--- config.mk ---
export PLATFORM = sky130hd
export DESIGN_NAME = bcw_dev_flat
export DESIGN_NICKNAME = d
export VERILOG_FILES = /design/src/logic/bcw_pkg.sv /design/src/logic/bcw_if.sv /design/src/logic/bcw_dev.sv /design/src/flat_wrapper.sv
export VERILOG_INCLUDE_DIRS = /design/src /design/src/logic
export SDC_FILE = /design/constraint.sdc
export NUM_CORES = 1
export LEC_CHECK = 0
export BUFFER_PORTS_ARGS = -buffer_cell sky130_fd_sc_hd__buf_2
export CAP_MARGIN = 10
export CORE_MARGIN = 4
export CORE_UTILIZATION = 50
export CTS_CLUSTER_SIZE = 30
export DETAILED_ROUTE_END_ITERATION = 16
export GPL_ROUTABILITY_DRIVEN = 0
export PLACE_DENSITY = 0.66
export SLEW_MARGIN = 20
export SYNTH_ARGS = -nofsm -noshare
export SYNTH_HDL_FRONTEND = slang
export SYNTH_SLANG_ARGS = --single-unit
export TNS_END_PERCENT = 5
--- constraint.sdc ---
create_clock -name sys_clk_i -period 9.65 [get_ports sys_clk_i]
set_input_delay 0.965 -clock sys_clk_i [delete_from_list [all_inputs] [get_ports sys_clk_i]]
set_output_delay 0.965 -clock sys_clk_i [all_outputs]
set_load 0.01 [all_outputs]
--- src/logic/bcw_map.svh ---
// Purpose: constants for the chopped-burst write checksum path
// Assumes: one beat per clock on the link, x16 organisation
// Notes:   offsets of beats inside a ten-beat write frame
`ifndef BCW_MAP_SVH
`define BCW_MAP_SVH

// ****************************************************************
// frame layout
// ****************************************************************
`define BCW_FRAME_BEATS   10
`define BCW_DATA_BEATS    4
`define BCW_CRC_BEAT      8
`define BCW_LAST_BEAT     9
`define BCW_HALF_OFFSET   4
`define BCW_TREE_BITS     36
`define BCW_LANE_BITS     8
`define BCW_MASK_POS      32

// ****************************************************************
// checksum
// ****************************************************************
`define BCW_CRC_POLY      8'h07
`define BCW_CRC_INIT      8'h00

`endif

--- src/logic/bcw_pkg.sv ---
// Purpose: shared types and tree-input mapping for both link ends
// Assumes: bcw_map.svh constants
// Notes:   both ends call the same mapping so their checksums agree
`include "bcw_map.svh"

package bcw_pkg;

    typedef logic [7:0]  bcw_crc_t;
    typedef logic [35:0] bcw_tree_t;
    typedef logic [31:0] bcw_lane_data_t;
    typedef logic [3:0]  bcw_lane_mask_t;

    // ****************************************************************
    // tree input for one byte lane
    // ****************************************************************
    // data: beat b of lane bit i at [8*b+i]; mask: beat b at [b]
    function automatic bcw_tree_t bcw_tree_in(input bcw_lane_data_t data,
                                              input bcw_lane_mask_t mask,
                                              input logic           half,
                                              input logic           en);
        logic [71:0] frame;
        bcw_tree_t   tree;
        int          sh;
        frame = {72{1'b1}};
        tree  = {36{1'b1}};
        sh    = half ? `BCW_HALF_OFFSET : 0;
        // beats sit in the selected half of an eight-beat frame
        for (int i = 0; i < 8; i++) begin
            for (int b = 0; b < 4; b++) begin
                frame[8*i + b + sh] = data[8*b + i];
            end
        end
        for (int b = 0; b < 4; b++) begin
            frame[64 + b + sh] = en ? mask[b] : 1'b1;
        end
        // upper half folds onto the first-nibble positions
        for (int i = 0; i < 9; i++) begin
            for (int b = 0; b < 4; b++) begin
                tree[4*i + b] = frame[8*i + b + sh];
            end
        end
        return tree;
    endfunction

    // ****************************************************************
    // serial checksum over the 36 tree bits, msb first
    // ****************************************************************
    function automatic bcw_crc_t bcw_crc(input bcw_tree_t v);
        bcw_crc_t c;
        logic     fb;
        c = `BCW_CRC_INIT;
        for (int k = 35; k >= 0; k--) begin
            fb = c[7] ^ v[k];
            c  = {c[6:0], 1'b0};
            if (fb) begin
                c = c ^ `BCW_CRC_POLY;
            end
        end
        return c;
    endfunction

endpackage

--- src/logic/bcw_if.sv ---
// Purpose: write link between controller end and device end
// Assumes: both ends on sys_clk_i, one beat per cycle
// Notes:   write-only path, so no lane is turned around
`timescale 1ns/1ps

interface bcw_if;
    logic        frame_start;              // beat 0 of a frame
    logic [15:0] data_lane_bit0;           // data lanes, bit 0 upward
    logic [1:0]  data_mask_lane;           // lower, upper mask/inversion
    logic        burst_half_select_bit;    // chosen half of the burst
    logic        mask_en;                  // mask function on
    logic        inv_en;                   // inversion function on
    logic        dev_ready;                // device can take one frame

    modport host (output frame_start, data_lane_bit0, data_mask_lane,
                  burst_half_select_bit, mask_en, inv_en, input dev_ready);
    modport dev  (input frame_start, data_lane_bit0, data_mask_lane,
                  burst_half_select_bit, mask_en, inv_en, output dev_ready);
endinterface

--- src/logic/bcw_dev.sv ---
// Purpose: device end, checks write checksum of chopped bursts
// Assumes: host keeps frames ten beats long and waits for dev_ready
// Notes:   accepted writes queue in a small fifo toward the array side
`timescale 1ns/1ps
`include "bcw_map.svh"

// ****************************************************************
// fifo with registered head
// ****************************************************************
module bcw_fifo #(
    parameter int WIDTH = 73,
    parameter int DEPTH = 8
) (
    input  wire logic             sys_clk_i,
    input  wire logic             srst_i,
    input  wire logic             in_valid_i,
    output logic                  in_ready_o,
    input  wire logic [WIDTH-1:0] in_data_i,
    output logic                  out_valid_o,
    input  wire logic             out_ready_i,
    output logic [WIDTH-1:0]      out_data_o
);
    localparam int AW = (DEPTH > 1) ? $clog2(DEPTH) : 1;

    logic [WIDTH-1:0] mem [DEPTH];
    logic [AW-1:0]    wp_r;
    logic [AW-1:0]    rp_r;
    logic [AW:0]      cnt_r;
    logic             push;
    logic             pop;

    assign in_ready_o = (cnt_r < (AW+1)'(DEPTH));
    assign push       = in_valid_i && in_ready_o;
    // head register refills whenever it is empty or being taken
    assign pop        = (cnt_r != '0) && (!out_valid_o || out_ready_i);

    // storage writes, no reset needed
    always_ff @(posedge sys_clk_i) begin
        if (push) begin
            mem[wp_r] <= in_data_i;
        end
    end

    // pointers and fill count
    always_ff @(posedge sys_clk_i) begin
        if (srst_i) begin
            wp_r  <= '0;
            rp_r  <= '0;
            cnt_r <= '0;
        end else begin
            if (push) begin
                wp_r <= (wp_r == AW'(DEPTH-1)) ? '0 : wp_r + 1'b1;
            end
            if (pop) begin
                rp_r <= (rp_r == AW'(DEPTH-1)) ? '0 : rp_r + 1'b1;
            end
            cnt_r <= cnt_r + (AW+1)'(push) - (AW+1)'(pop);
        end
    end

    // output stage
    always_ff @(posedge sys_clk_i) begin
        if (srst_i) begin
            out_valid_o <= 1'b0;
            out_data_o  <= '0;
        end else if (pop) begin
            out_valid_o <= 1'b1;
            out_data_o  <= mem[rp_r];
        end else if (out_ready_i) begin
            out_valid_o <= 1'b0;
        end
    end
endmodule

// ****************************************************************
// device end
// ****************************************************************
module bcw_dev #(
    parameter int FIFO_DEPTH = 8
) (
    input  wire logic        sys_clk_i,
    input  wire logic        srst_i,
    bcw_if.dev               link,
    output logic             usr_valid_o,
    input  wire logic        usr_ready_i,
    output logic [63:0]      usr_data_o,
    output logic [7:0]       usr_mask_o,
    output logic             usr_half_o,
    output logic [1:0]       crc_err_o
);
    import bcw_pkg::*;

    localparam int FW = 73;

    typedef enum logic [0:0] {BCW_D_IDLE, BCW_D_RECV} bcw_dst_e;

    bcw_dst_e    state_r;
    logic [3:0]  beat_r;
    logic [63:0] data_r;
    logic [7:0]  mask_r;
    logic [15:0] crc_rx_r;
    logic        half_r;
    logic        en_r;
    logic        last;
    logic        f_in_ready;
    logic [31:0] lo_d;
    logic [31:0] hi_d;
    bcw_tree_t   tree_lo;
    bcw_tree_t   tree_hi;
    bcw_crc_t    crc_lo;
    bcw_crc_t    crc_hi;

    assign last = (state_r == BCW_D_RECV) && (beat_r == 4'(`BCW_LAST_BEAT));

    // ****************************************************************
    // frame receive
    // ****************************************************************
    always_ff @(posedge sys_clk_i) begin
        if (srst_i) begin
            state_r <= BCW_D_IDLE;
            beat_r  <= 4'h0;
        end else begin
            case (state_r)
                BCW_D_IDLE: begin
                    if (link.frame_start) begin
                        state_r <= BCW_D_RECV;
                        beat_r  <= 4'h1;
                    end
                end
                BCW_D_RECV: begin
                    beat_r <= beat_r + 4'h1;
                    if (last) begin
                        state_r <= BCW_D_IDLE;
                    end
                end
                default: state_r <= BCW_D_IDLE;
            endcase
        end
    end

    // beat capture: data beats, then the checksum beat
    always_ff @(posedge sys_clk_i) begin
        if (srst_i) begin
            data_r   <= 64'h0;
            mask_r   <= 8'h0;
            crc_rx_r <= 16'h0;
            half_r   <= 1'b0;
            en_r     <= 1'b0;
        end else if (state_r == BCW_D_IDLE && link.frame_start) begin
            data_r[15:0] <= link.data_lane_bit0;
            mask_r[1:0]  <= link.data_mask_lane;
            half_r       <= link.burst_half_select_bit;
            en_r         <= link.mask_en || link.inv_en;
        end else if (state_r == BCW_D_RECV) begin
            if (beat_r < 4'(`BCW_DATA_BEATS)) begin
                data_r[16*beat_r +: 16] <= link.data_lane_bit0;
                mask_r[2*beat_r +: 2]   <= link.data_mask_lane;
            end else if (beat_r == 4'(`BCW_CRC_BEAT)) begin
                crc_rx_r <= link.data_lane_bit0;
            end
        end
    end

    // ****************************************************************
    // two identical trees, one per byte lane
    // ****************************************************************
    always_comb begin
        for (int b = 0; b < 4; b++) begin
            lo_d[8*b +: 8] = data_r[16*b +: 8];
            hi_d[8*b +: 8] = data_r[16*b + 8 +: 8];
        end
        tree_lo = bcw_tree_in(lo_d, {mask_r[6], mask_r[4], mask_r[2], mask_r[0]},
                              half_r, en_r);
        tree_hi = bcw_tree_in(hi_d, {mask_r[7], mask_r[5], mask_r[3], mask_r[1]},
                              half_r, en_r);
        crc_lo  = bcw_crc(tree_lo);
        crc_hi  = bcw_crc(tree_hi);
    end

    // per-lane mismatch pulse in the cycle after the frame's last beat
    always_ff @(posedge sys_clk_i) begin
        if (srst_i) begin
            crc_err_o <= 2'b00;
        end else begin
            crc_err_o[0] <= last && (crc_lo != crc_rx_r[7:0]);
            crc_err_o[1] <= last && (crc_hi != crc_rx_r[15:8]);
        end
    end

    // ready drops while a frame is in flight and on the push cycle,
    // so the fill count is seen settled before the next frame
    always_ff @(posedge sys_clk_i) begin
        if (srst_i) begin
            link.dev_ready <= 1'b0;
        end else begin
            link.dev_ready <= f_in_ready && (state_r == BCW_D_IDLE)
                              && !link.frame_start && !last;
        end
    end

    // ****************************************************************
    // queue toward the user side; a failing write is still passed on
    // ****************************************************************
    bcw_fifo #(
        .WIDTH (FW),
        .DEPTH (FIFO_DEPTH)
    ) u_fifo (
        .sys_clk_i   (sys_clk_i),
        .srst_i      (srst_i),
        .in_valid_i  (last),
        .in_ready_o  (f_in_ready),
        .in_data_i   ({half_r, mask_r, data_r}),
        .out_valid_o (usr_valid_o),
        .out_ready_i (usr_ready_i),
        .out_data_o  ({usr_half_o, usr_mask_o, usr_data_o})
    );

endmodule

--- src/flat_wrapper.sv ---
// flat-port wrapper written by rule: the top's interface ports become plain ports
module bcw_dev_flat import bcw_pkg::*;
#(
    parameter int FIFO_DEPTH = 8
)
  (sys_clk_i, srst_i, usr_valid_o, usr_ready_i, usr_data_o, usr_mask_o, usr_half_o, crc_err_o, link_frame_start, link_data_lane_bit0, link_data_mask_lane, link_burst_half_select_bit, link_mask_en, link_inv_en, link_dev_ready);
  bcw_if link_i ();
  input  wire logic sys_clk_i;
  input  wire logic srst_i;
  output logic usr_valid_o;
  input  wire logic usr_ready_i;
  output logic [63:0] usr_data_o;
  output logic [7:0] usr_mask_o;
  output logic usr_half_o;
  output logic [1:0] crc_err_o;
  input wire logic [$bits(link_i.frame_start)-1:0] link_frame_start;
  input wire logic [$bits(link_i.data_lane_bit0)-1:0] link_data_lane_bit0;
  input wire logic [$bits(link_i.data_mask_lane)-1:0] link_data_mask_lane;
  input wire logic [$bits(link_i.burst_half_select_bit)-1:0] link_burst_half_select_bit;
  input wire logic [$bits(link_i.mask_en)-1:0] link_mask_en;
  input wire logic [$bits(link_i.inv_en)-1:0] link_inv_en;
  output wire logic [$bits(link_i.dev_ready)-1:0] link_dev_ready;
  assign link_i.frame_start = link_frame_start;
  assign link_i.data_lane_bit0 = link_data_lane_bit0;
  assign link_i.data_mask_lane = link_data_mask_lane;
  assign link_i.burst_half_select_bit = link_burst_half_select_bit;
  assign link_i.mask_en = link_mask_en;
  assign link_i.inv_en = link_inv_en;
  assign link_dev_ready = link_i.dev_ready;
  bcw_dev #(.FIFO_DEPTH(FIFO_DEPTH)) u_core (.sys_clk_i(sys_clk_i), .srst_i(srst_i), .link(link_i), .usr_valid_o(usr_valid_o), .usr_ready_i(usr_ready_i), .usr_data_o(usr_data_o), .usr_mask_o(usr_mask_o), .usr_half_o(usr_half_o), .crc_err_o(crc_err_o));
endmodule
==> results of run 1 <==
==> layer usage <==
metal  vias to the layer above  part of all wire [%]  global-route usage [%]
li1                       7182                     -                       -
met1                      8243                    43                    29.4
met2                       482                    48                    33.2
met3                        87                   6.3                    3.72
met4                         0                   2.2                    6.38
met5                         -                     0                       0
==> cell families after synthesis <==
kind of cell               synth area share (%)
AOI/OAI and AO/OA                          3.48
xor gates and xnor gates                   6.69
adders and majority gates                 0.596
buffers and inverters                      1.37
DFF                                        69.0
muxes                                      14.1
and+or+nand+nor                            4.73
==> metrics by stage <==
stage / power [mW] / instances / setup WS, ns / area [um2] / util, %
finish: 8.85 / 2758 / 5.82 / 34600 / 57.0
global route: 9.28 / 2757 / 5.69 / 34600 / 57.0
CTS: 8.96 / 2757 / 5.89 / 34600 / 57.0
detailed placement: 6.04 / 2611 / 5.90 / 32100 / 52.9
global placement: 6.01 / 2611 / 6.06 / 32100 / 52.9
floorplan: 5.47 / 1805 / 0.902 / 30700 / -
==> cells in the mapped netlist (11+ instances only) <==
library cell | number | area [um2]
edfxtp_1 | 584 | 17500
dfxtp_1 | 182 | 3640
mux4_2 | 146 | 3290
nor2_1 | 113 | 424
nand2_1 | 109 | 409
mux2i_1 | 102 | 1020
xnor2_1 | 83 | 727
a21oi_1 | 80 | 400
clkbuf_1 | 78 | 293
a211oi_1 | 75 | 563
nand3_1 | 58 | 290
xor2_1 | 34 | 298
xnor3_1 | 30 | 676
buf_1 | 24 | 90.1
ha_1 | 13 | 163
nor2b_1 | 12 | 75.1
nor3_1 | 11 | 55.1
==> sequential cells by signal, indices dropped and copies added, names as in the netlist <==
register	flops
u_core.u_fifo.out_valid_o	1
u_core.half_r	1
u_core.u_fifo.mem	584
u_core.u_fifo.cnt_r	4
u_core.crc_err_o	2
u_core.u_fifo.out_data_o	73
u_core.state_r	1
u_core.mask_r	8
u_core.data_r	64
u_core.en_r	1
u_core.crc_rx_r	16
u_core.beat_r	4
u_core.link.dev_ready	1
u_core.u_fifo.rp_r	3
u_core.u_fifo.wp_r	3
==> cell type report <==
| type | count | area share [%] |
|---|---|---|
| Sequential cell | 766 | 61.3 |
| Multi-Input combinational cell | 927 | 26.5 |
| Clock buffer | 102 | 6.24 |
| Tap cell | 782 | 2.83 |
| Timing Repair Buffer | 126 | 2.06 |
| Clock inverter | 44 | 0.988 |
| Inverter | 10 | 0.109 |
| Antenna cell | 1 | 0.00724 |
==> tightest hold or removal path, delay by kind of cell, from the launching register on <==
family             cells  cell delay [ns]
DFF                    1             0.31
AOI/OAI and AO/OA      1             0.06
and+or+nand+nor        1             0.05
==> power by group <==
part	switching, mW	internal, mW
Sequential	0.183	3.69
Clock	1.23	1.69
Combinational	1.03	1.02
==> worst max-delay path by stage <==
stage | start | endpoint | slack, ns | depth (start not counted)
final | u_core.mask_r[4]$_SDFFE_PP0P_ | u_core.crc_err_o[0]$_SDFF_PP0_ | 5.82 | 9
after floorplan | u_core.state_r$_SDFF_PP0_ | u_core.u_fifo.mem[0][0]$_DFFE_PP_ | 0.90 | 5
after CTS | u_core.mask_r[4]$_SDFFE_PP0P_ | u_core.crc_err_o[0]$_SDFF_PP0_ | 5.89 | 9
after global routing | u_core.state_r$_SDFF_PP0_ | u_core.u_fifo.mem[2][26]$_DFFE_PP_ | 5.69 | 6
after global placement | u_core.state_r$_SDFF_PP0_ | u_core.u_fifo.mem[2][25]$_DFFE_PP_ | 6.06 | 6
after detailed placement | u_core.mask_r[4]$_SDFFE_PP0P_ | u_core.crc_err_o[0]$_SDFF_PP0_ | 5.90 | 9
==> results.yml, run 1 <==
critical_path:
  cp_slowest_cell: "dfxtp_1"
  cp_max_fo: 13
  path_common_cell: "xnor3_1"
  arrival_ns: 4.33
  timing.reg2reg.setup_slack_ns: 5.82
  r2r-start: "u_core.mask_r[4]$_SDFFE_PP0P_"
  critPathBufInv: 0
  start_kind: "register"
  slowest_delay_ns: 0.63
  critPathKind: "reg -> reg"
  cp_data_required_time_ns: 10.15
  reg2reg_to: "u_core.crc_err_o[0]$_SDFF_PP0_"
  r2r_cells: 9
  critPathCaptureType: "register"
  cp_cell_sequence: "xnor2_1 > mux2i_1 > xnor3_1 > xnor3_1 > xnor2_1 > xnor3_1 > or3_1 > o22ai_1 > a31oi_1"
  crit_family: "XOR/XNOR gates"
sta:
  hold_violations: 0
  hold_slack_ns: 0.465
  max_slew.worst_pin.slew_ns: 1.11
  min_period_over_period_pct: 39.7
  grt_setup_unrepaired: "false"
  fin_tns_setup_ns: 0
  fin_crit_ns: 3.83
  fmax_mhz: 261
  clock_skew_ns: 0.0242
  setup_viol: 0
  maxSlewViolCount: 0
  relSlewSlack_pct: 25.9
routing:
  firstDrtPassIters: 6
  drtIter0Drc: 1356
  viasPerCell: 5.80
  route.detailed.drc: 0
  ant_nets: 0
  wire_per_inst_um: 24.7
  routed_wl_um: 68100
  vias: 15994
power:
  vdd_drop_max_mv: 0.203
  power_leakage_nw: 11.6
  power_density_nw_per_um2: 256
clock_tree:
  cts.sinks: 766
  post_cts_buffers: 0
  cts_hold_buf: 0
  numCtsBuffers: 79
  clk_latency_ns: 0.63
  clk_pin_slew_ns: 0.06
  clk_root_buffer_cell: "clkbuf_16"
  h-tree-depth: 3
  clock_path_buffers: 3
  tritoncts: "yes"
  cts_resized: 0
floorplan:
  die_h_um: 256
  rows: 90
  die_w_um: 256
  core_area_um2: 60600
  pin_count: 102
  initial_core_util_pct: 50.6
  die-area_um2: 65400
grt:
  grt_overflow: 0
  grt_max_degree: 110
  grt_pass1_wl_um: 102000
  antenna_found_initial: 1
  grt_pass1_vias: 16012
  grt.total_usage_pct: 20.7
synth:
  yosys_warnings: 0
  syn_inst: 1805
  ys.flop_type: "edfxtp_1"
  ys_seq_elements: 766
  synth_area_um2: 30700
  yosysUniqueCellTypes: 51
  syn_area_per_cell_um2: 17.0
  yosysSeqAreaShare_pct: 69.0
  synth_edf_count: 584
  synthArstFlopShare_pct: 0
  syn_nets: 1844
cells_and_area:
  area_delta_synth_final_pct: 12.7
  layout_commonest_cell: "edfxtp_1"
  final_nets: 1949
  regArea_um2: 21200
  fillers: 4625
  layout-drive-gt1-share_pct: 21.1
  multi_input_area_um2: 9140
  layout_common_cells: "edfxtp_1, dfxtp_1, mux4_2"
status:
  status: "completed"
place:
  io_buffers: 101
  dp_hpwl_um: 40500
run:
  cap_viol_max_count: 0
hold_path:
  min-delay-start: "u_core.crc_rx_r[3]$_SDFFE_PP0P_"
  hold_class: "reg -> reg"
  whs_path_depth: 2
  whs_endpoint: "u_core.crc_rx_r[3]$_SDFFE_PP0P_"
(Power assumes the default switching activity.)
==> run 2: changes to the inputs <==
Settings changed: ABC_AREA from default to 1, PLACE_DENSITY 0.66 to 0.69.
Clock period 9.65 ns to 3.2 ns, I/O delays scaled along.
==> run 2 against run 1 <==
  * Register-to-register slack worse by 5.6 ns
  * Sequential share of layout area is 4.5 points lower
  * Sequential cell count stayed put
  * Critical path depth is 19 higher
  * Sequential power grew to 3.0 times the previous value
  * Area after synthesis is 4.4% higher
  * Synthesized cell count is 70% higher
  * Die area is 4.3% higher
  * Core utilization is 2.0 points higher
  * Via count is 49% higher
  * Largest cell class unchanged
==> results.yml, run 2 <==
routing:
  viasPerCell: 5.81
  drtIter0Drc: 2317
  wire_per_inst_um: 20.7
  vias: 23874
  ant_nets: 0
  route.detailed.drc: 0
  firstDrtPassIters: 6
  routed_wl_um: 85200
grt:
  grt_overflow: 0
  grt.total_usage_pct: 24.4
  grt_pass1_vias: 22649
  grt_pass1_wl_um: 130000
  antenna_found_initial: 0
  grt_max_degree: 161
power:
  seqPwrFrac_pct: 38.6
  p_clk_share_pct: 30.7
  comb_power_share_pct: 30.7
  p_int_mw: 19.3
  finalPower_mw: 29.8
  p_sw_mw: 10.5
  power_leakage_nw: 13.8
  swShare_pct: 35.2
  power_density_nw_per_um2: 798
  vdd_drop_max_mv: 0.605
cells_and_area:
  instances_no_fill: 4106
  area_delta_synth_final_pct: 16.6
  reg_top3: "u_core.u_fifo.mem: 584 flops, u_core.u_fifo.out_data_o: 73 flops, u_core.data_r: 64 flops"
  final_nets: 3234
  layout_commonest_cell: "edfxtp_1"
  layout_common_cells: "edfxtp_1, o21ai_0, nor2_1"
  largest-register: "u_core.u_fifo.mem"
  n_antenna_cell: 0
  largest_reg_flops: 584
  layout-drive-gt1-share_pct: 16.8
synth:
  ys.flop_type: "edfxtp_1"
  yosys-top-cells-count: "edfxtp_1, o21ai_0, nand2_1, nor2_1, nand3_1"
  yosysUniqueCellTypes: 36
  synth_edf_count: 584
  syn_inst: 3071
  ys_top_cells_by_area: "edfxtp_1, dfxtp_1, o21ai_0"
  syn_area_per_cell_um2: 10.4
  synth_area_um2: 32000
  yosys_warnings: 0
  syn_nets: 3110
  yosysMostFrequentCell: "edfxtp_1"
  yosysTopAreaCell: "edfxtp_1"
  yosysSeqAreaShare_pct: 66.1
  synth_top_cell_area_share_pct: 54.8
  ys_seq_elements: 766
  synthArstFlopShare_pct: 0
run:
  cap_viol_max_count: 0
critical_path:
  critPathKind: "reg -> reg"
  slowest_delay_ns: 0.36
  r2r_cells: 28
  reg2reg_to: "u_core.crc_err_o[1]$_SDFF_PP0_"
  cp_slowest_cell: "dfxtp_4"
  critPathCaptureType: "register"
  cp_data_required_time_ns: 3.73
  arrival_ns: 3.54
  timing.reg2reg.setup_slack_ns: 0.19
  path_common_cell: "nand2_1"
  crit_family: "simple AND/OR/NAND/NOR gates"
  start_kind: "register"
  critPathBufInv: 6
  r2r-start: "u_core.en_r$_SDFFE_PP0P_"
  cp_max_fo: 8
floorplan:
  pin_count: 102
  die_w_um: 261
  core_area_um2: 63200
  die_h_um: 261
  initial_core_util_pct: 50.7
  rows: 92
  die-area_um2: 68200
sta:
  setup_viol: 0
  grt_setup_unrepaired: "true"
  hold_violations: 0
  fmax_mhz: 332
  clock_skew_ns: 0.0288
  max_slew.worst_pin.slew_ns: 0.877
  fin_ws_ns: 0.188
  relSlewSlack_pct: 41.4
  min_period_over_period_pct: 94.1
  fin_crit_ns: 3.01
  maxSlewViolCount: 0
hold_path:
  whs_endpoint: "u_core.data_r[6]$_SDFFE_PP0P_"
  min-delay-start: "link_data_lane_bit0[6]"
  hold_class: "in -> reg"
  whs_path_depth: 3
place:
  post-place-ws_ns: 0.0847
  place_inst: 3938
  dp_hpwl_um: 50800
  io_buffers: 101
clock_tree:
  cts.sinks: 766
  tritoncts: "yes"
  clk_root_buffer_cell: "clkbuf_16"
  h-tree-depth: 3
  clock_path_buffers: 3
  numCtsBuffers: 78
  clk_pin_slew_ns: 0.06
  clk_latency_ns: 0.64
status:
  status: "completed"
## run 2: cell count changes in the layout (fill, tap and decap cells not counted), sizes merged, moves of 35 or more
| cell | previous run | this run |
|---|---|---|
| a211oi | 75 | 21 |
| buf | 126 | 196 |
| mux2i | 102 | 0 |
| o221ai | 1 | 73 |
| nor2 | 113 | 376 |
| xnor2 | 86 | 4 |
| inv | 14 | 202 |
| a21oi | 80 | 153 |
| mux4 | 146 | 0 |
| xnor3 | 35 | 0 |
| nand3 | 58 | 198 |
| nand2 | 109 | 474 |
| o21ai | 1 | 518 |
| o22ai | 2 | 73 |
## run 2: layout make-up
type / instances / area [um2]
Clock inverter: 40 / 423
Multi-Input combinational cell: 1941 / 10100
Inverter: 198 / 759
Timing Repair Buffer: 210 / 1610
Fill cell: 5044 / 25800
Sequential cell: 766 / 21200
Clock buffer: 105 / 2140
Tap cell: 846 / 1060
## run 2: logic make-up (layout without fill, tap and decap cells)
group | after synthesis | after routing | share of synthesized area [%]
XOR/XNOR | 11 | 11 | 0.324
AND/OR/NAND/NOR | 1075 | 1075 | 14.2
AO/OA/AOI/OAI | 841 | 841 | 14.5
buffers and inverters | 364 | 553 | 4.34
adder cells (fa/ha/maj) | 14 | 14 | 0.570
flip-flops | 766 | 766 | 66.1
## run 2: worst reg2reg max path, delay by kind of cell (launching register included)
family	cells	cell delay, ns
flip-flops	1	0.36
buffers and inverters	6	0.67
AND/OR/NAND/NOR	21	1.76
AO/OA/AOI/OAI	1	0.12
## run 2: power groups by stage
stage	sequential (mW)	combinational (mW)	clock, mW
6_report	11.5	9.16	9.15
5_1_grt	11.6	10.3	9.67
4_1_cts	11.5	8.80	9.27
3_5_place_dp	11.7	8.73	0
3_3_place_gp	11.7	8.43	0
2_1_floorplan	11.8	5.86	0
## run 2: how the worst max path moves through the flow
stage	startpoint	cells after the start	slack, ns	endpoint
finish	u_core.en_r$_SDFFE_PP0P_	28	0.19	u_core.crc_err_o[1]$_SDFF_PP0_
detailed placement	u_core.en_r$_SDFFE_PP0P_	28	0.08	u_core.crc_err_o[1]$_SDFF_PP0_
CTS	u_core.en_r$_SDFFE_PP0P_	28	0.04	u_core.crc_err_o[1]$_SDFF_PP0_
global route	u_core.en_r$_SDFFE_PP0P_	29	-0.07	u_core.crc_err_o[0]$_SDFF_PP0_
floorplan	u_core.state_r$_SDFF_PP0_	9	-0.18	u_core.u_fifo.mem[5][0]$_DFFE_PP_
global placement	u_core.en_r$_SDFFE_PP0P_	28	0.15	u_core.crc_err_o[1]$_SDFF_PP0_
## run 2: metrics by stage
stage	area (um2)	util (%)	setup TNS, ns	hold WS (ns)
2_1_floorplan	32100	-	-52.16	0.399
3_3_place_gp	34000	53.8	0	0.462
3_5_place_dp	34000	53.8	0	0.460
4_1_cts	36700	58.0	0	0.0189
5_1_grt	37300	59.1	-0.129	0.0541
6_report	37300	59.1	0	0.0489
## run 2: what timing repair did
item | in CTS | in global routing
hold buffers | 13 | 0
endpoints found under the setup margin | 0 | 2
setup buffers | 0 | 9
resized for setup | 0 | 168
endpoints found under the hold margin | 21 | 0
## run 2: routing by layer
metal	wire length [um]	vias to the layer above	share of wire (%)	track usage, %
li1	-	11161	-	-
met1	35800	11575	42	33.9
met2	39600	976	46	39.1
met3	6540	162	7.7	3.59
met4	3250	0	3.8	9.83
met5	0	-	0	0
